$ cat config.mk
export PLATFORM = sky130hd
export DESIGN_NAME = sppt_top
export DESIGN_NICKNAME = d
export VERILOG_FILES = /design/src/sppt_sync.v /design/src/sppt_top.v
export VERILOG_INCLUDE_DIRS = /design/src
export SDC_FILE = /design/constraint.sdc
export NUM_CORES = 1
export LEC_CHECK = 0
export BUFFER_PORTS_ARGS = -buffer_cell sky130_fd_sc_hd__buf_2
export CAP_MARGIN = 15
export CORE_UTILIZATION = 50
export DETAILED_ROUTE_END_ITERATION = 7
export GPL_TIMING_DRIVEN = 0
export HOLD_SLACK_MARGIN = 0.15
export PLACE_DENSITY = 0.85
export SYNTH_ARGS = -nofsm -noshare
export SYNTH_HDL_FRONTEND = slang
export SYNTH_SLANG_ARGS = --single-unit
$ cat constraint.sdc
create_clock -name i_clk -period 2.4 [get_ports i_clk]
set_input_delay 0.24 -clock i_clk [delete_from_list [all_inputs] [get_ports i_clk]]
set_output_delay 0.24 -clock i_clk [all_outputs]
set_load 0.02 [all_outputs]
$ cat src/sppt_map.vh
// Register offsets, field positions and reset values of the slave port
`ifndef SPPT_MAP_VH
`define SPPT_MAP_VH
`define SPPT_ADDR_W 4
`define SPPT_OFS_DATA_PORT 4'h0
`define SPPT_OFS_DATA_LATCH 4'h1
`define SPPT_OFS_DATA_DIR 4'h2
`define SPPT_OFS_CTL_PORT 4'h3
`define SPPT_OFS_CTL_LATCH 4'h4
`define SPPT_OFS_CTL_STATUS 4'h5
`define SPPT_OFS_IRQ_FLAGS 4'h6
`define SPPT_OFS_IRQ_ENABLE 4'h7
`define SPPT_OFS_IRQ_PRIO 4'h8
`define SPPT_OFS_ANALOG_CFG 4'h9
`define SPPT_BIT_IN_PEND 7
`define SPPT_BIT_OUT_PEND 6
`define SPPT_BIT_OVERRUN 5
`define SPPT_BIT_SEL 4
`define SPPT_BIT_SPIRQ 7
`define SPPT_RST_DATA_DIR 8'hFF
`define SPPT_RST_CTL_DIR 3'h7
`define SPPT_RST_ZERO8 8'h00
`define SPPT_RST_ZERO3 3'h0
`define SPPT_PCFG_DIGITAL 3'h7
`endif

$ cat src/sppt_sync.v
// Two-flop synchroniser for a group of asynchronous inputs
`timescale 1ns/10ps
module sppt_sync
#(
	parameter W = 3,
	parameter [W-1:0] INIT = {W{1'b1}}
)
(
	input wire i_clk,
	input wire i_rst_n,
	input wire [W-1:0] i_async,
	output reg [W-1:0] o_sync
);
	reg [W-1:0] meta_reg;
	always @(posedge i_clk)
	begin
		if (!i_rst_n)
		begin
			meta_reg <= INIT;
			o_sync <= INIT;
		end
		else
		begin
			meta_reg <= i_async;
			o_sync <= meta_reg;
		end
	end
endmodule

$ cat src/sppt_top.v
// Parallel slave port with control pins and an Avalon-MM register slave
//
// The placing of the registers and the Avalon-MM register port were chosen for this implementation.
`timescale 1ns/10ps
`include "sppt_map.vh"
module sppt_top
#(
	parameter DW = 8
)
(
	input wire i_clk,
	input wire i_rst_n,
	input wire [`SPPT_ADDR_W-1:0] i_address,
	input wire i_read,
	input wire i_write,
	input wire [31:0] i_writedata,
	output reg [31:0] o_readdata,
	output reg o_waitrequest,
	input wire [DW-1:0] i_data_pin,
	output reg [DW-1:0] o_data_pin,
	output reg [DW-1:0] o_data_oe,
	input wire [2:0] i_ctl_pin,
	output reg [2:0] o_ctl_pin,
	output reg [2:0] o_ctl_oe,
	output reg o_irq
);
	// Data pins: input word, output latch, direction
	reg [DW-1:0] in_word_reg;
	reg [DW-1:0] data_latch_reg;
	reg [DW-1:0] data_dir_reg;
	reg [2:0] ctl_latch_reg;
	reg [2:0] ctl_dir_reg;
	reg sel_reg;
	reg in_pend_reg;
	reg out_pend_reg;
	reg overrun_reg;
	reg [7:0] irq_flag_reg;
	reg [7:0] irq_en_reg;
	reg [7:0] irq_prio_reg;
	reg [7:0] analog_cfg_reg;
	reg ack_reg;
	reg wr_pair_reg;
	reg rd_pair_reg;
	wire [2:0] ctl_sync;
	wire [DW-1:0] data_sync;
	wire acc;
	wire wr_acc;
	wire rd_acc;
	wire [2:0] ctl_digital;
	wire [2:0] ctl_rd_val;
	wire rd_low;
	wire wr_low;
	wire cs_low;
	wire wr_pair;
	wire rd_pair;
	wire ext_wr;
	wire ext_rd;
	wire ext_rd_end;
	wire core_rd_data;
	wire core_wr_data;
	wire wr_status;
	wire wr_flags;
	reg [7:0] rdata_next;

	sppt_sync #(.W(3), .INIT(3'h7)) u_ctl_sync
	(
		.i_clk(i_clk),
		.i_rst_n(i_rst_n),
		.i_async(i_ctl_pin),
		.o_sync(ctl_sync)
	);

	sppt_sync #(.W(DW), .INIT({DW{1'b0}})) u_data_sync
	(
		.i_clk(i_clk),
		.i_rst_n(i_rst_n),
		.i_async(i_data_pin),
		.o_sync(data_sync)
	);

	// Single-wait-state bus slave: answer on the cycle after the request
	assign acc = (i_read | i_write) & !ack_reg;
	assign wr_acc = i_write & ack_reg;
	assign rd_acc = i_read & ack_reg;

	// All three control pins read zero unless all three are configured digital
	assign ctl_digital = (analog_cfg_reg[2:0] == `SPPT_PCFG_DIGITAL) ?
		3'h7 : 3'h0;
	assign ctl_rd_val = ctl_sync & ctl_digital;
	assign rd_low = !ctl_rd_val[0] & sel_reg;
	assign wr_low = !ctl_rd_val[1] & sel_reg;
	assign cs_low = !ctl_rd_val[2] & sel_reg;
	assign wr_pair = cs_low & wr_low;
	assign rd_pair = cs_low & rd_low;
	assign ext_wr = wr_pair & !wr_pair_reg;
	assign ext_rd = rd_pair & !rd_pair_reg;
	assign ext_rd_end = !rd_pair & rd_pair_reg;
	assign core_rd_data = rd_acc && (i_address == `SPPT_OFS_DATA_PORT);
	assign core_wr_data = wr_acc && ((i_address == `SPPT_OFS_DATA_PORT) ||
		(i_address == `SPPT_OFS_DATA_LATCH));
	assign wr_status = wr_acc && (i_address == `SPPT_OFS_CTL_STATUS);
	assign wr_flags = wr_acc && (i_address == `SPPT_OFS_IRQ_FLAGS);

	always @*
	begin
		rdata_next = 8'h00;
		case (i_address)
			`SPPT_OFS_DATA_PORT:
				rdata_next = sel_reg ? in_word_reg : data_sync;
			`SPPT_OFS_DATA_LATCH:
				rdata_next = data_latch_reg;
			`SPPT_OFS_DATA_DIR:
				rdata_next = data_dir_reg;
			`SPPT_OFS_CTL_PORT:
				rdata_next = {5'h00, ctl_rd_val};
			`SPPT_OFS_CTL_LATCH:
				rdata_next = {5'h00, ctl_latch_reg};
			`SPPT_OFS_CTL_STATUS:
				rdata_next = {in_pend_reg, out_pend_reg, overrun_reg,
					sel_reg, 1'b0, ctl_dir_reg};
			`SPPT_OFS_IRQ_FLAGS:
				rdata_next = irq_flag_reg;
			`SPPT_OFS_IRQ_ENABLE:
				rdata_next = irq_en_reg;
			`SPPT_OFS_IRQ_PRIO:
				rdata_next = irq_prio_reg;
			`SPPT_OFS_ANALOG_CFG:
				rdata_next = analog_cfg_reg;
			default:
				rdata_next = 8'h00;
		endcase
	end

	// Bus handshake: one wait state, answer and read data registered
	always @(posedge i_clk)
	begin
		if (!i_rst_n)
		begin
			ack_reg <= 1'b0;
			o_waitrequest <= 1'b1;
			o_readdata <= 32'h0000_0000;
		end
		else
		begin
			ack_reg <= acc;
			o_waitrequest <= !acc;
			if (acc & i_read)
				o_readdata <= {24'h000000, rdata_next};
		end
	end

	// Previous strobe pairing, for first-detection edges
	always @(posedge i_clk)
	begin
		if (!i_rst_n)
		begin
			wr_pair_reg <= 1'b0;
			rd_pair_reg <= 1'b0;
		end
		else
		begin
			wr_pair_reg <= wr_pair;
			rd_pair_reg <= rd_pair;
		end
	end

	// Pin direction, pin latch and mode select
	always @(posedge i_clk)
	begin
		if (!i_rst_n)
		begin
			data_dir_reg <= `SPPT_RST_DATA_DIR;
			ctl_latch_reg <= `SPPT_RST_ZERO3;
			ctl_dir_reg <= `SPPT_RST_CTL_DIR;
			sel_reg <= 1'b0;
		end
		else if (wr_acc)
		begin
			case (i_address)
				`SPPT_OFS_DATA_DIR:
					data_dir_reg <= i_writedata[DW-1:0];
				`SPPT_OFS_CTL_PORT:
					ctl_latch_reg <= i_writedata[2:0];
				`SPPT_OFS_CTL_LATCH:
					ctl_latch_reg <= i_writedata[2:0];
				`SPPT_OFS_CTL_STATUS:
				begin
					sel_reg <= i_writedata[`SPPT_BIT_SEL];
					ctl_dir_reg <= i_writedata[2:0];
				end
				default:
					ctl_dir_reg <= ctl_dir_reg;
			endcase
		end
	end

	// Interrupt enables, priorities and analog pin configuration
	always @(posedge i_clk)
	begin
		if (!i_rst_n)
		begin
			irq_en_reg <= `SPPT_RST_ZERO8;
			irq_prio_reg <= `SPPT_RST_ZERO8;
			analog_cfg_reg <= `SPPT_RST_ZERO8;
		end
		else if (wr_acc)
		begin
			case (i_address)
				`SPPT_OFS_IRQ_ENABLE:
					irq_en_reg <= i_writedata[7:0];
				`SPPT_OFS_IRQ_PRIO:
					irq_prio_reg <= i_writedata[7:0];
				`SPPT_OFS_ANALOG_CFG:
					analog_cfg_reg <= i_writedata[7:0];
				default:
					irq_en_reg <= irq_en_reg;
			endcase
		end
	end

	// Core output latch and captured external word
	always @(posedge i_clk)
	begin
		if (!i_rst_n)
		begin
			in_word_reg <= {DW{1'b0}};
			data_latch_reg <= {DW{1'b0}};
		end
		else
		begin
			if (core_wr_data)
				data_latch_reg <= i_writedata[DW-1:0];
			if (ext_wr)
				in_word_reg <= data_sync;
		end
	end

	// Input word pending; a new external write wins over a core read
	always @(posedge i_clk)
	begin
		if (!i_rst_n)
			in_pend_reg <= 1'b0;
		else if (ext_wr)
			in_pend_reg <= 1'b1;
		else if (core_rd_data && sel_reg)
			in_pend_reg <= 1'b0;
	end

	// Output word pending; a core write wins over an external read
	always @(posedge i_clk)
	begin
		if (!i_rst_n)
			out_pend_reg <= 1'b0;
		else if (core_wr_data && sel_reg)
			out_pend_reg <= 1'b1;
		else if (ext_rd)
			out_pend_reg <= 1'b0;
	end

	// Overrun: only a software write of zero clears it; an event wins
	always @(posedge i_clk)
	begin
		if (!i_rst_n)
			overrun_reg <= 1'b0;
		else if (ext_wr && in_pend_reg)
			overrun_reg <= 1'b1;
		else if (wr_status && !i_writedata[`SPPT_BIT_OVERRUN])
			overrun_reg <= 1'b0;
	end

	// Interrupt flags: write one to clear; a new event wins
	always @(posedge i_clk)
	begin
		if (!i_rst_n)
			irq_flag_reg <= `SPPT_RST_ZERO8;
		else
		begin
			if (wr_flags)
				irq_flag_reg <= irq_flag_reg & ~i_writedata[7:0];
			if (ext_wr | ext_rd_end)
				irq_flag_reg[`SPPT_BIT_SPIRQ] <= 1'b1;
		end
	end

	// Data pins: GPIO latch and direction, or driven during a host read
	always @(posedge i_clk)
	begin
		if (!i_rst_n)
		begin
			o_data_pin <= {DW{1'b0}};
			o_data_oe <= {DW{1'b0}};
		end
		else
		begin
			o_data_pin <= data_latch_reg;
			if (sel_reg)
				o_data_oe <= rd_pair ? {DW{1'b1}} : {DW{1'b0}};
			else
				o_data_oe <= ~data_dir_reg;
		end
	end

	// Control pins are never driven in slave port mode
	always @(posedge i_clk)
	begin
		if (!i_rst_n)
		begin
			o_ctl_pin <= 3'h0;
			o_ctl_oe <= 3'h0;
		end
		else
		begin
			o_ctl_pin <= ctl_latch_reg;
			o_ctl_oe <= sel_reg ? 3'h0 : ~ctl_dir_reg;
		end
	end

	// Level interrupt from unmasked flags
	always @(posedge i_clk)
	begin
		if (!i_rst_n)
			o_irq <= 1'b0;
		else
			o_irq <= |(irq_flag_reg & irq_en_reg);
	end
endmodule

==> results.md, run 1 <==
* Max VDD drop at 536 µV
* Arr. time, crit path at 2340 ps
* Gr usage total at 0.297
* Worst rel slew slack at 0.389
* Pwr Density at 796 nW/µm²
* Hold WS at 196 ps
* # H-tree levels at 4
* Routed wire length at 15000 µm
* Seq cells post-synth at 123
* Total CTS buffers at 17
* Hpwl dp at 10300 µm
* GP Congestion at 0.966
* CTS sink cnt at 123
* Post-synth EDFFs at 0
* Remaining DRCs at 0
* Antenna violations before repair at 0
* Die W at 103 µm
* Crit. End Element: register
* Hold Vio Cnt, Final at 0
* Area of placed instances at 5610 µm²
* Max stage delay cell, worst path: mux2i_1
* Largest net degree at the start of global routing at 17
* Post-synthesis cell type count at 61
* Initial core utilization at 0.517
* TritonCTS clock tree: yes
* FMAX at 0.513 GHz
* Area of the die at 10600 µm²
* Post-CTS sizing at 0
* Setup Total Neg Slack at 0 ps
* R2R cell count at 6
* Ports at 107
* Critical path's most frequent cell: buf_2
* Leakage at 2.68 nW
* Ys Warns at 0
* Asr flop ratio synth at 0
* Vias in the first global route at 4190
* Filler cells at 807
* Clk slew on worst S/H paths at 60 ps
* Fin crit period at 1950 ps
* Nature of the critical path startpoint: register
* Worst EP required at 2790 ps
* P&R area growth vs syn at 26.4%
* Min-Delay Path Class: input pin to register
* Largest fanout on the critical path at 10
* Crit path cell chain: buf_2, buf_2, mux2i_1, a211oi_1, nor4_1, o21ai_1
* Hold Path Depth at 3
* Final-stage net count at 705
* Post-Layout Inst Area at 6420 µm²
* Root Driver: clkbuf_8
* DR vias at 4408
* Post-synthesis area per instance at 9.44 µm²
* Clk_skew at 4.55 ps
* Critical path's largest stage delay at 370 ps
* RSZ-0062 raised after global routing: no
* Core area at 9820 µm²
* Endpoints failing setup at 0
* Global route overflow at 0
* Routed vias/inst at 5.51
* Antenna diode count at 0
* Clk Latency, worst-skew pair at 520 ps
* Final Cycle Share at 0.812
* Share of layout cells above drive strength 1 at 0.225
* Drt initial violations at 312
* Worst-Margin Slew at 908 ps
* Sequential fraction of the synthesis area at 0.485
* Maximum buffer depth of the clock tree at 2
* Die height at 103 µm
* Drt first pass iters at 6
* Status: completed
* Syn Inst Count at 538
* Post-Place Setup Slack at 456 ps
* Slew Limit Fails at 0
* Global-route wire length before repair at 22500 µm
* Cell Area, Synth at 5080 µm²
* WS Path Type: register to register
* Max cap viols at 0
* Avg WL per Cell at 18.8 µm
* # rows at 36
* Main synth FF type: dfxtp_1
* Port Buffers at 55
* Final worst slack at 452 ps
* Routed Antenna Nets at 0
[synthesized netlist by cell type, drive strengths merged (2+ instances only)]
library cell	n	area share
o21a	2	0.0030
nand3b	3	0.0044
inv	6	0.0044
clkbuf	20	0.015
or3b	3	0.0057
a21oi	35	0.035
or2	2	0.0025
a211oi	5	0.0099
nor3	6	0.0069
mux2	8	0.018
and3	2	0.0025
a22oi	9	0.013
a221oi	5	0.0086
buf	41	0.055
nand2	49	0.036
nor2	39	0.031
o2bb2ai	2	0.0035
nand2b	11	0.014
mux2i	50	0.099
nor4	5	0.0091
a2bb2oi	2	0.0035
dfxtp	123	0.48
and2	28	0.035
nand3	8	0.010
nand4b	2	0.0047
o21ai	43	0.042
a31oi	4	0.0049
nor2b	5	0.0062
[worst max-delay path: cells and delay by family, from the launching register on]
family / cells / cell delay (ps)
buf+inv: 2 / 510
compound gates: 2 / 240
mux: 1 / 370
flops: 1 / 330
simple gates: 1 / 360
[where the power goes]
group	internal [mW]	switching (mW)	leakage [nW]
Combinational	0.135	0.232	1.39
Sequential	2.07	0.0124	0.997
Clock	1.72	0.946	0.297
Total	3.92	1.19	2.68
[worst paths after layout]
kind | start | end | slack [ps]
hold / removal | i_rst_n | o_data_oe[7] | 200
setup / recovery | sel_reg | o_readdata[4] | 450
hold reg to reg | u_ctl_sync.meta_reg[1] | u_ctl_sync.o_sync[1] | 410
setup reg to reg | sel_reg | o_readdata[4] | 450
[layout by cell type, fill, tap and decap left out, types with 6 or more instances in the layout]
cell	instances
clkbuf_16	16
buf_4	27
and2_1	28
nand2b_1	10
nand3_1	7
dlygate4sd3_1	19
a22oi_1	9
mux2_2	8
mux2i_1	50
dfxtp_1	123
a21oi_1	35
buf_2	67
inv_1	6
nand2_1	49
clkbuf_1	20
conb_1	24
o21ai_0	41
nor2_1	37
[metrics by stage]
stage	power [mW]	util	cells
final	5.11	0.654	800
after global routing	5.25	0.654	800
after CTS	5.12	0.654	800
after detailed placement	2.46	0.571	749
after global placement	2.45	0.571	749
after floorplan	2.35	-	561
[cells by family (layout without fill, tap and decap cells)]
family          count (synthesis)  after routing  share of synthesized area
flops                         123            123                      0.485
simple gates                  169            169                      0.179
compound gates                119            119                      0.144
mux                            58             58                      0.116
other cells                     1             24                   0.000739
buf+inv                        68            174                     0.0747
[layer usage]
metal,vias up,GRT usage,wire [µm]
li1,2067,-,-
met2,198,0.497,7340
met4,0,0.169,643
met3,50,0.0603,975
met1,2093,0.355,6040
met5,-,0,0
[repair_timing]
item / 4_1_cts / 5_1_grt
hold buffers: 19 / 0
endpoints found under the hold margin: 43 / 0
buffers inserted: 0 / 0
[final cells by class]
class / instances / area [µm²] / share of cell area
clock inverter: 14 / 196 / 0.0306
clock buffer: 18 / 428 / 0.0667
multi-input combinational: 370 / 2320 / 0.362
buffer: 61 / 353 / 0.0550
tap: 133 / 166 / 0.0259
sequential: 123 / 2460 / 0.384
inverter: 7 / 26.3 / 0.00409
timing repair buffer: 74 / 465 / 0.0725
Note: power is estimated with default switching activity, not from simulation.
==> inputs of run 2 (changes only) <==
ABC_AREA = 1   (was unset)
CORE_UTILIZATION = 48   (was 50)
PLACE_DENSITY = 0.86   (was 0.85)
clock period = 1.77 ns   (was 2.4 ns; I/O delays follow)
==> results.md, run 2 <==
* Status: completed
* Post-synthesis cell type count at 20
* Fin crit period at 1760 ps
* Most frequent cells in the layout: nand2_1 (151), dfxtp_1 (123), inv_1 (68), o21ai_0 (68), buf_2 (65)
* Antenna violations before repair at 0
* Total power draw at 6.65 mW
* Maximum buffer depth of the clock tree at 2
* Worst-Margin Slew at 631 ps
* Ys Warns at 0
* Die W at 103 µm
* CP Buf/Inv Count at 4
* Global-route wire length before repair at 21900 µm
* Initial core utilization at 0.496
* Clk_skew at 7.65 ps
* Main synth FF type: dfxtp_1
* Endpoints failing setup at 0
* Setup Fix Bufs, Post-CTS at 0
* Port Buffers at 58
* Area occupied by multi-input gates at 1930 µm²
* CTS sink cnt at 123
* Most common cell after layout, fill and taps aside: nand2_1
* Avg WL per Cell at 15.0 µm
* Arr. time, crit path at 2180 ps
* Hold WS at 236 ps
* Area contributors post-synth: dfxtp_1 (51%), nand2_1 (12%), o21ai_0 (7.0%)
* P&R area growth vs syn at 27.7%
* Hold Vio Cnt, Final at 0
* Cell Area, Synth at 4870 µm²
* DR vias at 4710
* Vias in the first global route at 4324
* Worst EP required at 2190 ps
* GP Congestion at 0.967
* Global route overflow at 0
* Min-Delay Path Class: input pin to register
* WS Path Type: input pin to register
* Nature of the critical path startpoint: input pin
* Crit. End Element: register
* Post-synth EDFFs at 0
* Largest fanout on the critical path at 9
* Drt first pass iters at 6
* Share of layout cells above drive strength 1 at 0.166
* Die height at 103 µm
* # rows at 36
* Asr flop ratio synth at 0
* Area of the die at 10500 µm²
* Final-stage net count at 830
* Syn Inst Count at 656
* TritonCTS clock tree: yes
* Max VDD drop at 887 µV
* Core area at 9820 µm²
* Post-synthesis area per instance at 7.42 µm²
* Hpwl dp at 9520 µm
* Register area at 2460 µm²
* Filler cells at 882
* Seq cells post-synth at 123
* Routed Antenna Nets at 0
* Top-count cell post-synth: nand2_1
* Clk slew on worst S/H paths at 60 ps
* Largest net degree at the start of global routing at 17
* Remaining DRCs at 0
* Routed wire length at 13800 µm
* Max cap viols at 0
* Share of the synthesized area in the top cell type at 0.506
* Critical path's largest stage delay at 520 ps
* Pwr Density at 1070 nW/µm²
* RSZ-0062 raised after global routing: no
* Worst rel slew slack at 0.579
* Gr usage total at 0.285
* Clk Latency, worst-skew pair at 530 ps
* # H-tree levels at 4
* Commonest cells post-synth: nand2_1 (151), dfxtp_1 (123), inv_1 (68), o21ai_0 (68), nor2_1 (60)
* Slew Limit Fails at 0
* Antenna diode count at 0
* Max stage delay cell, worst path: dlygate4sd3_1
* Routed vias/inst at 5.10
* Crit path cell chain: dlygate4sd3_1, buf_2, inv_1, nor2_2, nand3_1, o21ai_0, nand2_1, o21ai_0, inv_1
* Root Driver: clkbuf_8
* Sequential fraction of the synthesis area at 0.506
* Total CTS buffers at 17
* Final Cycle Share at 0.994
* Drt initial violations at 405
* Top cell family by delay on the critical path: buffers and inverters
* Ports at 107
* Yosys top cell by area: dfxtp_1
* Leakage at 3.05 nW
* FMAX at 0.568 GHz
==> run 2: through the flow <==
stage	util	cell area, µm²	instances	worst slack [ps]	TNS [ps]
global placement	0.551	5410	870	-51.5	-86.9
finish	0.633	6210	923	10.9	0
detailed placement	0.551	5410	870	-82.5	-147
floorplan	-	4950	679	475	0
CTS	0.633	6210	923	112	0
global route	0.633	6210	923	4.39	0
==> run 2: path summary, 6_finish.rpt <==
check	start	endpoint	slack, ps	cells past startpoint
max	i_address[1]	irq_flag_reg[7]	10	9
min	i_address[3]	data_latch_reg[6]	240	6
max reg2reg	ack_reg	irq_flag_reg[7]	110	7
min reg2reg	u_data_sync.meta_reg[6]	u_data_sync.o_sync[6]	410	2
==> run 2: cell type report <==
cell class	instances	area share
buffer	51	0.0489
clock buffer	23	0.0767
clock inverter	7	0.0145
inverter	70	0.0423
multi-input combinational	435	0.311
sequential	123	0.396
tap	133	0.0268
timing repair buffer	81	0.0838
==> run 2: repair_timing <==
item	CTS	global route
resized for setup	1	3
hold buffers	23	0
hold endpoints to repair	65	0
setup endpoints to repair	3	11
==> run 2: cell families after synthesis <==
kind of cell,after synthesis,synth area share
flops,123,0.506
other cells,1,0.000771
compound gates,132,0.141
simple gates,279,0.236
buf+inv,121,0.116
==> run 2: routing by layer <==
| metal | part of all wire | GRT usage | routed length, µm | vias up |
|---|---|---|---|---|
| li1 | - | - | - | 2293 |
| met1 | 0.40 | 0.362 | 5550 | 2094 |
| met2 | 0.46 | 0.442 | 6300 | 278 |
| met3 | 0.10 | 0.0732 | 1420 | 45 |
| met4 | 0.041 | 0.157 | 564 | 0 |
| met5 | 0 | 0 | 0 | - |
==> run 2: worst reg2reg max path, stage by stage, from the launching register on <==
cell,delay (ps)
dfxtp_1,360
nand2_1,110
inv_1,190
nand3_1,330
o21ai_0,290
nand2_1,70
o21ai_0,150
inv_1,50
==> run 2: report_power, final <==
part | internal [mW] | switching [mW] | leakage (nW)
clock | 2.13 | 1.23 | 0.276
sequential | 2.82 | 0.0233 | 0.998
combinational | 0.156 | 0.288 | 1.78
total | 5.10 | 1.55 | 3.05
